===== config.mk =====
export PLATFORM = sky130hd
export DESIGN_NAME = srg_top
export DESIGN_NICKNAME = d
export VERILOG_FILES = /design/src/rtl/srg_pkg.sv /design/src/rtl/srg_filter.sv /design/src/rtl/srg_top.sv
export SDC_FILE = /design/constraint.sdc
export NUM_CORES = 1
export LEC_CHECK = 0
export BUFFER_PORTS_ARGS = -buffer_cell sky130_fd_sc_hd__buf_2
export CORE_ASPECT_RATIO = 0.6
export CORE_MARGIN = 2
export CORE_UTILIZATION = 61
export DETAILED_ROUTE_END_ITERATION = 10
export GPL_ROUTABILITY_DRIVEN = 0
export GPL_TIMING_DRIVEN = 0
export PLACE_DENSITY = 0.79
export SKIP_LAST_GASP = 1
export SLEW_MARGIN = 30
export SYNTH_ARGS = -nofsm -noshare
export SYNTH_HDL_FRONTEND = slang
export SYNTH_SLANG_ARGS = --single-unit

===== constraint.sdc =====
create_clock -name sys_clk -period 5.1 [get_ports sys_clk]
set_input_delay 0.255 -clock sys_clk [delete_from_list [all_inputs] [get_ports sys_clk]]
set_output_delay 0.255 -clock sys_clk [all_outputs]
set_load 0.05 [all_outputs]

===== src/rtl/srg_pkg.sv =====
// Package: constants and types for the supervisor reset generator
package srg_pkg;
  // Clock period in ns (100 MHz)
  localparam int unsigned CLK_PERIOD_NS = 10;
  // Least reset hold after all causes clear, in ms
  localparam int unsigned HOLD_MS = 140;
  // Hold in cycles, rounded up (least time)
  localparam longint unsigned HOLD_CYCLES_L =
    (longint'(HOLD_MS) * 1000000 + CLK_PERIOD_NS - 1) / CLK_PERIOD_NS;
  localparam int unsigned HOLD_CYCLES = int'(HOLD_CYCLES_L);
  // Glitch filter length in cycles (stable samples needed)
  localparam int unsigned FILT_CYCLES = 4;
  // Counter widths
  localparam int unsigned HOLD_W = 24;
  localparam int unsigned FILT_W = 3;
  // Output styles
  localparam logic [1:0] STYLE_HIGH_PP = 2'h0;
  localparam logic [1:0] STYLE_LOW_PP  = 2'h1;
  localparam logic [1:0] STYLE_LOW_OD  = 2'h2;

  // Sequencer states
  typedef enum logic [1:0] {
    SRG_ASSERT = 2'b00,  // a cause is present
    SRG_HOLD   = 2'b01,  // causes gone, timeout running
    SRG_IDLE   = 2'b10   // reset released
  } srg_state_t;

  // Filter state: sync pair, filtered value, stability count
  typedef struct packed {
    logic              sync1;
    logic              sync2;
    logic              filt;
    logic [FILT_W-1:0] cnt;
  } srg_filt_t;

  // Sequencer state
  typedef struct packed {
    srg_state_t        state;
    logic [HOLD_W-1:0] cnt;
    logic              rst_o;
    logic              rst_oe;
  } srg_seq_t;
endpackage


===== src/rtl/srg_filter.sv =====
// Two-flop synchroniser with a stability filter for one input
module srg_filter
  import srg_pkg::*;
#(
  parameter logic RESET_VAL = 1'b0  // Filtered value during reset
)
(
  input  wire logic sys_clk,
  input  wire logic arst_n,
  input  wire logic din,
  output logic      dout
);
  srg_filt_t s_reg;   // All state
  srg_filt_t s_next;  // Next state

  // Sync, then accept a new level only after it stands long enough
  always_comb
  begin
    s_next = s_reg;
    s_next.sync1 = din;
    s_next.sync2 = s_reg.sync1;
    if (s_reg.sync2 == s_reg.filt)
    begin
      s_next.cnt = '0;
    end
    else if (s_reg.cnt == FILT_W'(FILT_CYCLES - 1))
    begin
      s_next.filt = s_reg.sync2;
      s_next.cnt  = '0;
    end
    else
    begin
      s_next.cnt = s_reg.cnt + FILT_W'(1);
    end
  end

  // Register the state
  always_ff @(posedge sys_clk or negedge arst_n)
  begin
    if (!arst_n)
    begin
      s_reg <= '{sync1: RESET_VAL, sync2: RESET_VAL, filt: RESET_VAL,
                 cnt: '0};
    end
    else
    begin
      s_reg <= s_next;
    end
  end

  assign dout = s_reg.filt;

  // Short pulses never reach the output
  glitch_block_a: assert property (@(posedge sys_clk) disable iff (!arst_n)
    $changed(dout) |-> $past(s_reg.sync2, 1) == s_reg.filt
      && $past(s_reg.sync2, 4) == s_reg.filt)
    else $error("filtered output changed on a short pulse");
endmodule


===== src/rtl/srg_top.sv =====
// Reset generation logic of a dual under-voltage supervisor
// Overview of operation
// Reset asserted from power-on
// Either monitor under-voltage asserts reset
// Hold reset 140 ms after voltages good
// Low manual reset asserts reset at once
// Release 140 ms after manual reset released
// Unconnected manual reset reads high
// Partner drives manual reset, switch or open
// Build-time output style: high, low, open-drain
// Ignore brief glitches on monitored inputs
// Partner holds manual reset low long enough
// Cause during timeout restarts full timeout
// Synchronise all inputs before reset decision
module srg_top
  import srg_pkg::*;
#(
  parameter logic [1:0]  OUT_STYLE   = STYLE_LOW_PP, // Output style
  parameter int unsigned HOLD_COUNT  = HOLD_CYCLES   // Shortenable hold
)
(
  input  wire logic sys_clk,
  input  wire logic arst_n,
  input  wire logic vdd_ok_in,         // Supply comparator, 1 = good
  input  wire logic vin_ok_in,         // Adjustable comparator, 1 = good
  input  wire logic manual_reset_n_in, // Manual reset, low requests
  input  wire logic manual_reset_pulled_in, // 1 when pin left open
  output logic      reset_out,         // Reset pin level
  output logic      reset_oe           // Reset pin drive enable
);
  logic vdd_ok;     // Filtered supply good
  logic vin_ok;     // Filtered adjustable good
  logic mr_raw;     // Manual reset with pull-up applied
  logic mr_n;       // Synchronised manual reset
  logic cause;      // Any reset cause present
  srg_seq_t s_reg;  // All state
  srg_seq_t s_next; // Next state

  // An open pin reads high, so it never requests reset
  always_comb
  begin
    mr_raw = manual_reset_n_in | manual_reset_pulled_in;
  end

  // Monitors are filtered; they start as bad so power-on asserts
  srg_filter #(.RESET_VAL(1'b0)) u_vdd_filt
  (
    .sys_clk (sys_clk),
    .arst_n  (arst_n),
    .din     (vdd_ok_in),
    .dout    (vdd_ok)
  );

  srg_filter #(.RESET_VAL(1'b0)) u_vin_filt
  (
    .sys_clk (sys_clk),
    .arst_n  (arst_n),
    .din     (vin_ok_in),
    .dout    (vin_ok)
  );

  // Manual reset gets a plain two-flop sync only, no filter, so that
  // a short press is not lost; partner must hold it a few cycles
  logic mr_s1_reg;
  logic mr_s2_reg;
  always_ff @(posedge sys_clk or negedge arst_n)
  begin
    if (!arst_n)
    begin
      mr_s1_reg <= 1'b1;
      mr_s2_reg <= 1'b1;
    end
    else
    begin
      mr_s1_reg <= mr_raw;
      mr_s2_reg <= mr_s1_reg;
    end
  end
  assign mr_n = mr_s2_reg;

  // Reset cause: either monitor bad or manual reset low
  always_comb
  begin
    cause = !vdd_ok || !vin_ok || !mr_n;
  end

  // Map asserted level onto the chosen pin style
  function automatic logic [1:0] drive(input logic asserted);
    logic [1:0] r;
    r = 2'h0;
    if (OUT_STYLE == STYLE_HIGH_PP)
    begin
      r = {asserted, 1'b1};
    end
    else if (OUT_STYLE == STYLE_LOW_OD)
    begin
      r = {1'b0, asserted};               // drive low only
    end
    else
    begin
      r = {!asserted, 1'b1};
    end
    return r;
  endfunction

  // Sequencer: assert, hold timeout, release
  always_comb
  begin
    logic [1:0] pin;
    pin = 2'h0;
    s_next = s_reg;
    case (s_reg.state)
      SRG_ASSERT:
      begin
        s_next.cnt = '0;
        if (!cause)
        begin
          s_next.state = SRG_HOLD;
        end
      end
      SRG_HOLD:
      begin
        if (cause)
        begin
          s_next.state = SRG_ASSERT;
          s_next.cnt   = '0;
        end
        else if (s_reg.cnt >= HOLD_W'(HOLD_COUNT - 1))
        begin
          s_next.state = SRG_IDLE;
        end
        else
        begin
          s_next.cnt = s_reg.cnt + HOLD_W'(1);
        end
      end
      SRG_IDLE:
      begin
        if (cause)
        begin
          s_next.state = SRG_ASSERT;
        end
      end
      default:
      begin
        s_next.state = SRG_ASSERT;
      end
    endcase
    pin = drive(s_next.state != SRG_IDLE);
    s_next.rst_o  = pin[1];
    s_next.rst_oe = pin[0];
  end

  // Register the state; reset leaves the output asserted
  always_ff @(posedge sys_clk or negedge arst_n)
  begin
    if (!arst_n)
    begin
      s_reg.state  <= SRG_ASSERT;
      s_reg.cnt    <= '0;
      s_reg.rst_o  <= (OUT_STYLE == STYLE_HIGH_PP) ? 1'b1 : 1'b0;
      s_reg.rst_oe <= 1'b1;
    end
    else
    begin
      s_reg <= s_next;
    end
  end

  assign reset_out = s_reg.rst_o;
  assign reset_oe  = s_reg.rst_oe;

  logic asserted;  // Output asserted, any style
  assign asserted = (OUT_STYLE == STYLE_HIGH_PP) ? reset_out
                  : (reset_oe && !reset_out);

  // Assertions
  por_asserted_a: assert property (@(posedge sys_clk) disable iff (!arst_n)
    $rose(arst_n) |-> asserted) else $error("no reset at power-on");
  cause_asserts_a: assert property (@(posedge sys_clk) disable iff (!arst_n)
    cause |=> asserted) else $error("cause did not assert reset");
  manual_immed_a: assert property (@(posedge sys_clk) disable iff (!arst_n)
    !mr_n |=> asserted) else $error("manual reset ignored");
  hold_min_a: assert property (@(posedge sys_clk) disable iff (!arst_n)
    $fell(asserted) |-> $past(s_reg.cnt) == HOLD_W'(HOLD_COUNT - 1))
    else $error("reset released before timeout");
  manual_hold_a: assert property (@(posedge sys_clk) disable iff (!arst_n)
    $rose(mr_n) && vdd_ok && vin_ok |=> asserted [*8])
    else $error("manual release too early");
  restart_a: assert property (@(posedge sys_clk) disable iff (!arst_n)
    s_reg.state == SRG_HOLD && cause |=> s_reg.cnt == '0)
    else $error("timeout not restarted");
  od_style_a: assert property (@(posedge sys_clk) disable iff (!arst_n)
    OUT_STYLE == STYLE_LOW_OD |-> !reset_out)
    else $error("open-drain drove high");
  sync_delay_a: assert property (@(posedge sys_clk) disable iff (!arst_n)
    $fell(mr_raw) ##1 !mr_raw |=> !mr_n)
    else $error("manual reset sync wrong");
  pull_up_a: assert property (@(posedge sys_clk) disable iff (!arst_n)
    manual_reset_pulled_in [*3] |-> mr_n)
    else $error("open pin requested reset");
  // Pin level must mirror the sequencer in every style
  out_level_a: assert property (@(posedge sys_clk) disable iff (!arst_n)
    asserted == (s_reg.state != SRG_IDLE))
    else $error("pin level does not follow state");
  // Count stops at the end value, never wraps into a short hold
  cnt_bound_a: assert property (@(posedge sys_clk) disable iff (!arst_n)
    s_reg.cnt <= HOLD_W'(HOLD_COUNT - 1))
    else $error("timeout count overran");
  // Every hold starts from zero, so a restart gets the full time
  hold_start_a: assert property (@(posedge sys_clk) disable iff (!arst_n)
    s_reg.state == SRG_HOLD && $past(s_reg.state) == SRG_ASSERT
      |-> s_reg.cnt == '0)
    else $error("hold did not start from zero");

  release_c: cover property (@(posedge sys_clk) $fell(asserted));
  manual_c: cover property (@(posedge sys_clk) disable iff (!arst_n)
    s_reg.state == SRG_IDLE && !mr_n);
  restart_c: cover property (@(posedge sys_clk) disable iff (!arst_n)
    s_reg.state == SRG_HOLD && cause && s_reg.cnt != '0);
  power_on_c: cover property (@(posedge sys_clk) $rose(arst_n));
  monitor_c: cover property (@(posedge sys_clk) disable iff (!arst_n)
    s_reg.state == SRG_IDLE && (!vdd_ok || !vin_ok));
endmodule


==> out/qor.yml <==
outcome:
  status: "finished, final reports clean"
clock_network:
  clock_path_buffers: 2
  cts_buffers: 5
  hold_buffers: 0
  cts_tree: "done"
  insertion_delay_ns: 0.30
  postCtsSetupBuffers: 0
  ctsResizeCount: 0
  path_clk_slew_ns: 0.08
  cts.htree.levels: 2
  clock-sinks: 41
  root_buffer: "clkbuf_8"
power_and_ir_drop:
  irDropWorstVdd_uv: 290
  p_per_area_nw_per_um2: 309
  total_power_mw: 0.697
  power_leakage_nw: 0.893
place:
  dp_cells: 259
  place_hpwl_um: 3090
  portBuffers: 6
drt:
  drtIter0Drc: 227
  drtAntennaViolNets: 0
  wire_per_inst_um: 16.4
  first_pass_iters: 5
  vias: 1741
  vias_per_cell: 6.50
  drc: 0
  wirelength_um: 4390
sta:
  hold_violations: 0
  fin_worst_skew_ns: 0.00979
  setup_viol: 0
  final.setup.tns_ns: 0
  rsz0062_at_grt: "no"
  finalMaxSlewViolations: 0
  fmax_ghz: 0.429
  finalCritPeriodShare_pct: 45.7
  worst_pin_slew_ns: 0.672
  relSlewSlack_pct: 54.8
  whs_ns: 0.0690
  period_minus_slack_ns: 2.33
die:
  core.rowCount: 16
  die-area_um2: 3860
  boundaryPins: 8
  core-area_um2: 3240
  die_x_um: 78.9
  die_y_um: 48.9
  start_util_pct: 63.3
critical_path:
  crit_start: "mr_n"
  reg2reg_depth: 6
  worstSetupEndpoint: "s_reg[24]"
  required_ns: 5.32
  r2r-end: "s_reg[24]"
  r2r_start: "mr_n"
  startpoint_type: "register"
  worstPathArrival_ns: 2.55
  worst-setup-path-type: "register to register"
  end_kind: "register"
  worstPathMaxFanout: 10
  reg2reg_setup_slack_ns: 2.77
yosys:
  synth_top_area_cell: "dfrtp_1"
  netlist.area_leader.share_pct: 47.5
  ys.flop_type: "dfrtp_1"
  async_flop_share_pct: 100
  synth.yosys.seq_area_share_pct: 50.1
  synth.top_cells.by_area: "dfrtp_1 (48%), nand3_1 (7.3%), nand2_1 (3.5%), o311ai_0 (3.4%), o21ai_0 (3.2%)"
  yosysWarningCount: 0
  syn_nets: 217
  syn_inst: 208
  syn_area_um2: 2050
  avgSynthCellArea_um2: 9.87
  synth_cell_type_count: 48
  ys_ff_latch: 41
  synth-edff-count: 0
final_layout:
  largest_reg_flops: 26
  final_cells: 268
  diodes: 0
  drive_gt1_share_pct: 15.7
  final_nets: 231
  layout_common_cells: "dfrtp_1 (39), nand3_1 (30), nand2_1 (19), o21ai_0 (13), nor2_1 (10)"
  layout_commonest_cell: "dfrtp_1"
  syn2layout_area_growth_pct: 9.75
  fill_cells: 254
global_route:
  grt_max_degree: 42
  antenna_found_initial: 0
  grt_pass1_wl_um: 7700
  grt_usage_pct: 26.4
  grt-ovfl-total: 0
  grt_pass1_vias: 1673
job:
  drv_cap: 0
worst_hold_path:
  worstHoldPathType: "primary input to register"
worst max-delay path: stages, from the launching register on:
cell and delay [ns]:
dfstp_2 0.52, nand3_1 0.25, nor3_1 0.61, nand3_1 0.17
clkbuf_2 0.24, or3_1 0.38, o21ai_0 0.09
per-stage QoR:
| step | cell area (um^2) | util [%] | worst slack [ns] |
|---|---|---|---|
| after floorplan | 2050 | - | 3.08 |
| after global placement | 2140 | 66.0 | 2.90 |
| after detailed placement | 2140 | 66.0 | 2.85 |
| after CTS | 2240 | 69.1 | 2.82 |
| after global routing | 2250 | 69.5 | 2.55 |
| final | 2250 | 69.5 | 2.77 |
cell usage after synthesis (2+ instances only):
| library cell | number |
|---|---|
| xnor2_1 | 2 |
| nor3_1 | 4 |
| or2_2 | 2 |
| o31ai_1 | 3 |
| mux2_2 | 2 |
| or3_1 | 6 |
| nor2_1 | 10 |
| o311ai_0 | 8 |
| dfrtp_1 | 39 |
| buf_6 | 2 |
| nand4_1 | 4 |
| dfstp_2 | 2 |
| o21ai_2 | 2 |
| buf_2 | 2 |
| and2_1 | 3 |
| clkbuf_1 | 2 |
| o311ai_1 | 2 |
| nand4b_1 | 2 |
| nor3b_1 | 2 |
| a21oi_1 | 6 |
| nor2b_1 | 4 |
| ha_1 | 3 |
| o21ai_0 | 13 |
| and3_1 | 6 |
| nand2_1 | 19 |
| inv_1 | 6 |
| and4_1 | 2 |
| nand3_1 | 30 |
report_power, final:
| group | internal [mW] | total, mW | switching [mW] |
|---|---|---|---|
| Sequential | 0.352 | 0.371 | 0.0186 |
| Clock | 0.122 | 0.234 | 0.112 |
| Combinational | 0.0384 | 0.0921 | 0.0537 |
| Total | 0.513 | 0.697 | 0.184 |
layout make-up:
type / count / area [um^2] / share of cell area (%)
Inverter: 6 / 22.5 / 0.999
Multi-Input combinational cell: 153 / 950 / 42.1
Timing Repair Buffer: 7 / 42.5 / 1.89
Sequential cell: 41 / 1030 / 45.6
Buffer: 8 / 52.6 / 2.33
Clock inverter: 1 / 5.00 / 0.222
Tap cell: 45 / 56.3 / 2.50
Clock buffer: 7 / 96.3 / 4.28
worst min-delay path by stage:
stage                          from              endpoint  slack, ns  cells after the start
2_1_floorplan                arst_n             reset_out      -0.04                      0
3_5_place_dp   u_vdd_filt.s_next[4]   u_vdd_filt.s_reg[4]       0.34                      0
6_report                  vdd_ok_in  u_vdd_filt.s_next[4]       0.07                      1
3_3_place_gp   u_vin_filt.s_next[4]   u_vin_filt.s_reg[4]       0.33                      0
5_1_grt                   vdd_ok_in  u_vdd_filt.s_next[4]       0.06                      1
4_1_cts                   vdd_ok_in  u_vdd_filt.s_next[4]       0.06                      1
per-layer routing:
metal  track usage (%)  vias up  share of wire, %
met1              37.0      850                44
met3              6.48        9               8.5
met5                 0        -                 0
li1                  -      796                 -
met2              40.0       86                45
met4              10.6        0               1.9
cells by family (layout without fill, tap and decap cells):
family	Yosys count	after routing	synth area share, %
adder cells (fa/ha/maj)	3	3	1.83
AO/OA/AOI/OAI	42	42	14.6
AND/OR/NAND/NOR	102	102	27.2
flip-flops	41	41	50.1
buffers and inverters	14	29	3.66
multiplexers	3	3	1.58
XOR/XNOR	2	2	0.853
other	1	1	0.183
Note: power is estimated with default switching activity, not from simulation.
